$ cat src/hw/spi_ctl_consts.svh
// Purpose: offsets, field positions, reset values and timing counts for the serial port
// Assumes: apb word addressing, 50 MHz clock
// Notes: definitions only
`ifndef SPI_CTL_CONSTS_SVH
`define SPI_CTL_CONSTS_SVH
`define OFS_CTL1      12'h000
`define OFS_CTL2      12'h004
`define OFS_STATUS    12'h008
`define OFS_MASK      12'h00c
`define OFS_DATA      12'h010
`define OFS_BAUD      12'h014
`define CTL1_RESET    8'h04
`define CTL2_RESET    8'h00
`define CTL2_MASK     8'h1b
`define BAUD_RESET    8'h0f
`define PINS_RESET    8'hd5
`define B_IRQEN       7
`define B_PORTEN      6
`define B_ROLE        4
`define B_CLOCK_POLARITY        3
`define B_CLOCK_PHASE        2
`define B_SEL_OE      1
`define B_LSBF        0
`define B_FAULT_EN    4
`define B_BIDIR_OE    3
`define B_SWAI        1
`define B_ONE_WIRE    0
`define EV_DONE       0
`define EV_MODF       1
`define EV_W          2
`define BITS_PER_XFER 4'd8
`endif

$ cat src/hw/spi_ctl_pkg.sv
// Purpose: shared types of the serial port
// Assumes: consts header holds the numbers
// Notes: none
package spi_ctl_pkg;
   typedef enum logic [1:0]
   {
      ST_IDLE  = 2'b00,
      ST_LEAD  = 2'b01,
      ST_SHIFT = 2'b10,
      ST_TAIL  = 2'b11
   } xfer_st_t;
   typedef struct packed
   {
      logic sck;
      logic mosi;
      logic ss_n;
   } pins_in_t;
   typedef struct packed
   {
      logic sck_o;
      logic sck_oe_n;
      logic mosi_o;
      logic mosi_oe_n;
      logic miso_o;
      logic miso_oe_n;
      logic ss_o_n;
      logic ss_oe_n;
   } pins_out_t;
endpackage

$ cat src/hw/spi_clkdiv.sv
// Purpose: enable pulse every (div+1) cycles
// Assumes: one clock
// Notes: clear restarts the count
`timescale 1ns/100ps
module spi_clkdiv
(
   // clock
   input  wire logic       clk,
   input  wire logic       rst,
   // control
   input  wire logic       run,
   input  wire logic [7:0] div,
   output logic            tick
);
   logic [7:0] cnt_q;
   wire        wrap = (cnt_q == div);
   always_ff @(posedge clk)
   begin
      if (rst || !run)
      begin
         cnt_q <= 8'h00;
         tick  <= 1'b0;
      end
      else
      begin
         cnt_q <= wrap ? 8'h00 : cnt_q + 8'h01;
         tick  <= wrap;
      end
   end
endmodule

$ cat src/hw/spi_ctl.sv
// Purpose: serial port with control registers, apb slave, one byte shifter
// Assumes: 50 MHz clk, sync active-high rst, link pins asynchronous
// Notes: half serial clock period is (baud+1) clk cycles in master role
`timescale 1ns/100ps
`include "spi_ctl_consts.svh"
module spi_ctl
(
   // clock and reset
   input  wire logic                  clk,
   input  wire logic                  rst,
   // apb
   input  wire logic                  psel,
   input  wire logic                  penable,
   input  wire logic                  pwrite,
   input  wire logic [11:0]           paddr,
   input  wire logic [31:0]           pwdata,
   output logic      [31:0]           prdata,
   output logic                       pready,
   output logic                       pslverr,
   // system
   input  wire logic                  cpu_wait,
   output logic                       irq,
   // link pins
   input  wire spi_ctl_pkg::pins_in_t pins_in,
   input  wire logic                  miso_i,
   output spi_ctl_pkg::pins_out_t     pins_out,
   output logic                       ss_gpio_free
);
   logic [7:0] ctl1_q, ctl2_q, stat_q, mask_q, baud_q, tx_q, rx_q;
   logic [7:0] sh_q;
   logic [3:0] cnt_q;
   logic       sck_q, ph_q, done_q, modf_q;
   spi_ctl_pkg::xfer_st_t st_q;
   spi_ctl_pkg::pins_out_t po_d;
   logic sck_s, mosi_s, ss_s, miso_s, sck_prev_q;

   spi_sync2 u_sck  (.clk(clk), .rst(rst), .d(pins_in.sck),  .q(sck_s));
   spi_sync2 u_mosi (.clk(clk), .rst(rst), .d(pins_in.mosi), .q(mosi_s));
   spi_sync2 u_ss   (.clk(clk), .rst(rst), .d(pins_in.ss_n), .q(ss_s));
   spi_sync2 u_miso (.clk(clk), .rst(rst), .d(miso_i),       .q(miso_s));

   // configuration decode
   wire en     = ctl1_q[`B_PORTEN];
   wire master = ctl1_q[`B_ROLE];
   wire clock_polarity   = ctl1_q[`B_CLOCK_POLARITY];
   wire clock_phase   = ctl1_q[`B_CLOCK_PHASE];
   wire lsbf   = ctl1_q[`B_LSBF];
   wire fault_en = ctl2_q[`B_FAULT_EN];
   wire sel_oe   = ctl1_q[`B_SEL_OE];
   wire frozen = ctl2_q[`B_SWAI] & cpu_wait;
   wire ss_free  = master & ~fault_en;
   wire ss_sense = en & master & fault_en & ~sel_oe;
   wire ss_drive = en & master & fault_en & sel_oe;

   // apb decode
   wire acc     = psel & penable;
   wire wr      = acc & pwrite;
   wire hit1    = paddr == `OFS_CTL1;
   wire hit2    = paddr == `OFS_CTL2;
   wire hit_st  = paddr == `OFS_STATUS;
   wire hit_mk  = paddr == `OFS_MASK;
   wire hit_dt  = paddr == `OFS_DATA;
   wire hit_bd  = paddr == `OFS_BAUD;
   wire mapped  = hit1 | hit2 | hit_st | hit_mk | hit_dt | hit_bd;
   wire start   = wr & hit_dt & en & master & (st_q == spi_ctl_pkg::ST_IDLE) & ~frozen;
   wire [7:0] rd_mux =
      hit1 ? ctl1_q : hit2 ? ctl2_q : hit_st ? stat_q :
      hit_mk ? mask_q : hit_dt ? rx_q : hit_bd ? baud_q : 8'h00;

   // master timing
   logic tick;
   spi_clkdiv u_div
   (
      .clk  (clk),
      .rst  (rst),
      .run  (en & master & ~frozen & (st_q != spi_ctl_pkg::ST_IDLE)),
      .div  (baud_q),
      .tick (tick)
   );

   // slave edge detect on synchronised clock
   wire s_act  = en & ~master & ~ss_s & ~frozen;
   wire s_rise = s_act & sck_s & ~sck_prev_q;
   wire s_fall = s_act & ~sck_s & sck_prev_q;
   wire s_lead = clock_polarity ? s_fall : s_rise;
   wire s_trail= clock_polarity ? s_rise : s_fall;
   wire s_samp = clock_phase ? s_trail : s_lead;
   logic ss_prev_q;
   wire ss_fall_slave = en & ~master & ~ss_s & ss_prev_q;

   // bit in and shifted word
   wire in_bit = master ? miso_s : mosi_s;
   wire out_bit = lsbf ? sh_q[0] : sh_q[7];
   wire [7:0] sh_in = lsbf ? {in_bit, sh_q[7:1]} : {sh_q[6:0], in_bit};

   // fault detection
   wire fault = ss_sense & ~ss_s;

   always_ff @(posedge clk)
   begin
      if (rst)
      begin
         ctl1_q <= `CTL1_RESET;
         ctl2_q <= `CTL2_RESET;
         mask_q <= 8'h00;
         baud_q <= `BAUD_RESET;
         tx_q   <= 8'h00;
      end
      else if (wr)
      begin
         if (hit1)
            ctl1_q <= fault ? {pwdata[7:5], 1'b0, pwdata[3:0]} : pwdata[7:0];
         else if (fault)
            ctl1_q[`B_ROLE] <= 1'b0;
         if (hit2)
            ctl2_q <= pwdata[7:0] & `CTL2_MASK;
         if (hit_mk)
            mask_q <= pwdata[7:0];
         if (hit_bd)
            baud_q <= pwdata[7:0];
         if (hit_dt)
            tx_q <= pwdata[7:0];
      end
      else if (fault)
         ctl1_q[`B_ROLE] <= 1'b0;
   end

   // sticky status, set wins over write-one clear
   wire [7:0] ev = {6'h00, modf_q, done_q};
   always_ff @(posedge clk)
   begin
      if (rst)
         stat_q <= 8'h00;
      else
         stat_q <= (stat_q & ~((wr & hit_st) ? pwdata[7:0] : 8'h00)) | ev;
   end

   // transfer engine
   always_ff @(posedge clk)
   begin
      if (rst)
      begin
         st_q   <= spi_ctl_pkg::ST_IDLE;
         sh_q   <= 8'h00;
         rx_q   <= 8'h00;
         cnt_q  <= 4'h0;
         sck_q  <= 1'b0;
         ph_q   <= 1'b0;
         done_q <= 1'b0;
         modf_q <= 1'b0;
         sck_prev_q <= 1'b0;
         ss_prev_q  <= 1'b1;
      end
      else
      begin
         done_q <= 1'b0;
         modf_q <= fault;
         sck_prev_q <= sck_s;
         ss_prev_q  <= ss_s;
         if (!en || fault || (!master && ss_s))
         begin
            st_q  <= spi_ctl_pkg::ST_IDLE;
            sck_q <= 1'b0;
            cnt_q <= 4'h0;
         end
         else if (!frozen)
         begin
            if (!master)
            begin
               if (ss_fall_slave)
                  sh_q <= tx_q;
               else if (s_samp)
               begin
                  sh_q  <= sh_in;
                  cnt_q <= cnt_q + 4'h1;
                  if (cnt_q == `BITS_PER_XFER - 4'd1)
                  begin
                     rx_q   <= sh_in;
                     done_q <= 1'b1;
                     cnt_q  <= 4'h0;
                  end
               end
            end
            else
            begin
               case (st_q)
                  spi_ctl_pkg::ST_IDLE:
                  begin
                     if (start)
                     begin
                        sh_q  <= pwdata[7:0];
                        cnt_q <= 4'h0;
                        ph_q  <= 1'b0;
                        st_q  <= clock_phase ? spi_ctl_pkg::ST_SHIFT : spi_ctl_pkg::ST_LEAD;
                        sck_q <= clock_phase;
                     end
                  end
                  spi_ctl_pkg::ST_LEAD:
                     if (tick)
                     begin
                        st_q  <= spi_ctl_pkg::ST_SHIFT;
                        sck_q <= 1'b1;
                        ph_q  <= 1'b1;
                     end
                  spi_ctl_pkg::ST_SHIFT:
                     if (tick)
                     begin
                        ph_q <= ~ph_q;
                        if (ph_q)
                        begin
                           sh_q  <= sh_in;
                           cnt_q <= cnt_q + 4'h1;
                           sck_q <= clock_phase ? 1'b1 : 1'b0;
                           if (cnt_q == `BITS_PER_XFER - 4'd1)
                           begin
                              rx_q   <= sh_in;
                              done_q <= 1'b1;
                              st_q   <= spi_ctl_pkg::ST_TAIL;
                              sck_q  <= 1'b0;
                           end
                        end
                        else
                           sck_q <= clock_phase ? 1'b0 : 1'b1;
                     end
                  spi_ctl_pkg::ST_TAIL:
                     if (tick)
                        st_q <= spi_ctl_pkg::ST_IDLE;
                  default:
                     st_q <= spi_ctl_pkg::ST_IDLE;
               endcase
            end
         end
      end
   end

   // pin drive, enables low while driving
   always_comb
   begin
      po_d.sck_o     = sck_q ^ clock_polarity;
      po_d.sck_oe_n  = ~(en & master);
      po_d.mosi_o    = out_bit;
      po_d.mosi_oe_n = ~(en & master);
      po_d.miso_o    = out_bit;
      po_d.miso_oe_n = ~(en & ~master & ~ss_s);
      po_d.ss_o_n    = (st_q == spi_ctl_pkg::ST_IDLE);
      po_d.ss_oe_n   = ~ss_drive;
   end

   always_ff @(posedge clk)
   begin
      if (rst)
      begin
         pins_out     <= `PINS_RESET;
         ss_gpio_free <= 1'b0;
         irq          <= 1'b0;
         prdata       <= 32'h0000_0000;
         pready       <= 1'b0;
         pslverr      <= 1'b0;
      end
      else
      begin
         pins_out     <= po_d;
         ss_gpio_free <= ss_free;
         irq          <= |(stat_q & mask_q);
         pready       <= psel & ~penable;
         pslverr      <= psel & ~penable & ~mapped;
         prdata       <= {24'h000000, rd_mux};
      end
   end

   a_ctl2_reserved: assert property (@(posedge clk) disable iff (rst)
      (ctl2_q & ~`CTL2_MASK) == 8'h00) else $error("ctl2 reserved bit set");
   a_ctl2_write: assert property (@(posedge clk) disable iff (rst)
      wr && hit2 |=> ctl2_q == ($past(pwdata[7:0]) & `CTL2_MASK))
      else $error("ctl2 write lost");
   a_sck_idle: assert property (@(posedge clk) disable iff (rst)
      st_q == spi_ctl_pkg::ST_IDLE && en && master |-> ##1 pins_out.sck_o == $past(clock_polarity))
      else $error("clock idle level wrong");
   a_role_drive: assert property (@(posedge clk) disable iff (rst)
      !master |=> pins_out.sck_oe_n) else $error("slave drives clock");
   a_ss_free: assert property (@(posedge clk) disable iff (rst)
      master && !fault_en |=> ss_gpio_free && pins_out.ss_oe_n)
      else $error("select pin not released");
   a_ss_out: assert property (@(posedge clk) disable iff (rst)
      ss_drive |=> !pins_out.ss_oe_n) else $error("select not driven");
   a_mode_fault: assert property (@(posedge clk) disable iff (rst)
      fault |=> !master ##1 stat_q[`EV_MODF]) else $error("fault not handled");
   a_freeze: assert property (@(posedge clk) disable iff (rst)
      frozen && master |=> $stable(sh_q)) else $error("shifter ran in wait");
   a_phase1_start: assert property (@(posedge clk) disable iff (rst)
      start && clock_phase && !fault |=> sck_q) else $error("phase one first edge late");
   a_slave_load: assert property (@(posedge clk) disable iff (rst)
      ss_fall_slave && !frozen |=> sh_q == $past(tx_q)) else $error("slave word not loaded");
   a_select_low: assert property (@(posedge clk) disable iff (rst)
      ss_drive && st_q != spi_ctl_pkg::ST_IDLE |=> !pins_out.ss_o_n)
      else $error("select not low in frame");
endmodule

$ cat src/hw/spi_sync2.sv
// Purpose: two-flop synchroniser
// Assumes: async level input
// Notes: first flop read only by second
`timescale 1ns/100ps
module spi_sync2
(
   // clock
   input  wire logic clk,
   input  wire logic rst,
   // data
   input  wire logic d,
   output logic      q
);
   logic meta_q;
   always_ff @(posedge clk)
   begin
      meta_q <= rst ? 1'b0 : d;
      q      <= rst ? 1'b0 : meta_q;
   end
endmodule

$ cat config.mk
export PLATFORM = sky130hd
export DESIGN_NAME = spi_ctl
export DESIGN_NICKNAME = d
export VERILOG_FILES = /design/src/hw/spi_ctl_pkg.sv /design/src/hw/spi_clkdiv.sv /design/src/hw/spi_ctl.sv /design/src/hw/spi_sync2.sv
export VERILOG_INCLUDE_DIRS = /design/src /design/src/hw
export SDC_FILE = /design/constraint.sdc
export NUM_CORES = 1
export LEC_CHECK = 0
export BUFFER_PORTS_ARGS = -buffer_cell sky130_fd_sc_hd__buf_2
export CORE_ASPECT_RATIO = 0.6
export CORE_MARGIN = 2
export CORE_UTILIZATION = 40
export CTS_CLUSTER_DIAMETER = 30
export DETAILED_ROUTE_END_ITERATION = 10
export GPL_TIMING_DRIVEN = 0
export MAX_ROUTING_LAYER = met4
export PLACE_DENSITY = 0.72
export REMOVE_ABC_BUFFERS = 1
export SYNTH_ARGS = -nofsm -noshare
export SYNTH_HDL_FRONTEND = slang
export SYNTH_SLANG_ARGS = --single-unit
$ cat constraint.sdc
create_clock -name clk -period 5.8 [get_ports clk]
set_clock_uncertainty 0.2 [all_clocks]
set_input_delay 0.29 -clock clk [delete_from_list [all_inputs] [get_ports clk]]
set_output_delay 0.29 -clock clk [all_outputs]
set_load 0.03 [all_outputs]
==> results.yml <==
routing:
  wirelength_met1_um: 6840
  dr.pass1.iters: 5
  top_layer: "met4"
  dr_total_vias: 4507
  drt-total-wl_um: 13700
  met3WireLength_um: 1410
  drc: 0
  routedWlPerCell_um: 17.4
  wl_met2_um: 5280
  drt_iter0_drc: 399
  vias_per_cell: 5.74
  ant_nets: 0
setup_path:
  crit_path_max_incr_delay_ns: 0.51
  slowest_stage: "ha_1"
  cp_cell_sequence: "inv_1 > ha_1 > nand3_1 > a2111oi_2 > a32oi_1 > buf_4 > or4b_1 > nand2_1"
  start_kind: "flip-flop"
  worst-path-buf-inv: 2
  critical_path_required_ns: 5.89
  crit_type: "reg2reg"
  crit_family: "simple AND/OR/NAND/NOR gates"
  worstSetupEndpointType: "flip-flop"
  cp.arrival_ns: 3.19
  path_max_fanout: 15
timing:
  holdWs_ns: 0.0198
  drv_slew: 0
  finalCritPeriodShare: 0.535
  relSlewSlack: 0.0680
  rsz0062_at_grt: "no"
  setup-tns-final_ns: 0
  hold_violations: 0
  fmax_mhz: 322
  setup_viol: 0
  period_minus_slack_ns: 3.10
  tightest_slew_ns: 1.40
global_route:
  overflow: 0
  first_global_vias: 4044
  grt_pass1_wl_um: 21400
  track_usage: 0.207
  antenna_found_initial: 0
  grt_max_degree: 77
finish:
  layout_common_cells: "107 x dfxtp_1, 64 x nor2_1, 49 x buf_2"
  final_cells: 785
  post-route-util: 0.465
  layout.nets: 677
  synthToLayoutAreaGrowth_pct: 11.9
  multiInputGateArea_um2: 2650
  diodes: 0
  fill_cells: 1164
  drive_gt1_frac: 0.126
  regArea_um2: 2140
  layout_commonest_cell: "dfxtp_1"
logic_synthesis:
  yosysUniqueCellTypes: 62
  synth-edff-count: 0
  synth.top_cell.area_share: 0.420
  avgSynthCellArea_um2: 8.73
  yosysWarnings: 0
  ys_ff_latch: 107
  synth.area.top_cells: "dfxtp_1 42%, mux2i_1 6.1%, nor2_1 4.7%, a21oi_1 4.5%, buf_4 3.8%"
  yosysTopAreaCell: "dfxtp_1"
  synthFlopType: "dfxtp_1"
  synth_cells: 584
  ys_seq_area_frac: 0.420
  async_flop_share: 0
  synthesis.area_um2: 5100
power:
  power.density_nw_per_um2: 253
  leakagePower_nw: 2.17
  ir_drop_uv: 133
  p_total_mw: 1.44
clocking:
  post-cts-setup-buffers: 0
  root_buffer: "clkbuf_16"
  cts_tree: "yes"
  clk_pin_slew_ns: 0.07
  cts.htree.levels: 3
  cts_buffers: 9
  clkLatencyLatePin_ns: 0.35
  clk_path_buf_depth: 2
  hold_buffers: 6
  cts.sinks: 107
  postCtsResizedCells: 0
die:
  start_util: 0.416
  die_h_um: 91.4
  rows: 31
  die_x_um: 150
  dieArea_um2: 13700
  core-area_um2: 12300
  ios: 98
job:
  max-cap-violations: 0
outcome:
  status: "complete, no violations"
placement:
  portBuffers: 49
  dp_cells: 764
  dp_hpwl_um: 10100
  gp_congestion: 0.931
min_path:
  hold_class: "in2reg"
## synth_stat cells, drive strengths merged, types with 4 or more instances
library cell	number
a21oi	46
a311oi	6
clkbuf	28
a22oi	7
ha	7
nand3	10
o211ai	14
o21ai	27
nor2b	16
o41ai	7
buf	32
nor2	64
xnor2	11
and2	5
nand2b	11
and3	5
inv	19
dfxtp	107
a221oi	9
or3	5
xor2	5
nand4	7
nor3	21
nand2	31
o32ai	4
mux2i	31
## power breakdown
group	leakage, nW	total, mW	switching [mW]	internal [mW]
clock	0.144	0.620	0.265	0.355
combinational	1.16	0.0835	0.0632	0.0203
sequential	0.865	0.741	0.00195	0.739
## final cells by class
class,count,share of cell area
Timing Repair Buffer,58,0.0575
Clock inverter,4,0.00878
Clock buffer,11,0.0443
Multi-Input combinational cell,421,0.465
Sequential cell,107,0.376
Tap cell,165,0.0362
Inverter,19,0.0125
## state kept, by name, summed over array words and instances, names as in the netlist, 2 cells and up
| name | flops |
|---|---|
| baud_q | 8 |
| cnt_q | 4 |
| ctl1_q | 8 |
| ctl2_q | 4 |
| mask_q | 8 |
| pins_out | 6 |
| prdata | 8 |
| rx_q | 8 |
| sh_q | 8 |
| st_q | 2 |
| stat_q | 8 |
| tx_q | 8 |
| u_div.cnt_q | 8 |
## metal layers
layer,vias to the layer above,global-route usage
met5,-,-
met4,0,0.0464
met3,14,0.0558
met2,222,0.266
met1,2152,0.314
li1,2119,-
## metrics by stage
| stage | setup WS (ns) | cell area, µm² |
|---|---|---|
| after CTS | 2.73 | 5700 |
| after global placement | 2.57 | 5310 |
| after floorplan | 3.08 | 4850 |
| after global routing | 2.50 | 5700 |
| after detailed placement | 2.71 | 5340 |
| final | 2.70 | 5700 |
## path summary, 6_finish.rpt
path / end / slack, ns / from / depth (start not counted)
setup / recovery: sh_q[7]$_SDFFE_PP0P_ / 2.70 / st_q[0]$_SDFFE_PP0P_ / 8
hold reg to reg: u_miso.q$_SDFF_PP0_ / 0.24 / u_miso.meta_q$_SDFF_PP0_ / 1
hold / removal: stat_q[7]$_SDFF_PP0_ / 0.02 / pwdata[7] / 2
setup reg to reg: sh_q[7]$_SDFFE_PP0P_ / 2.70 / st_q[0]$_SDFFE_PP0P_ / 8
## kinds of logic after synthesis
logic type,after synthesis,synth area share
multiplexers,34,0.0675
adder cells (fa/ha/maj),7,0.0172
AO/OA/AOI/OAI,147,0.195
AND/OR/NAND/NOR,193,0.193
XOR/XNOR,16,0.0275
other,1,0.000736
buffers and inverters,79,0.0783
flip-flops,107,0.420
(Power assumes the default switching activity.)
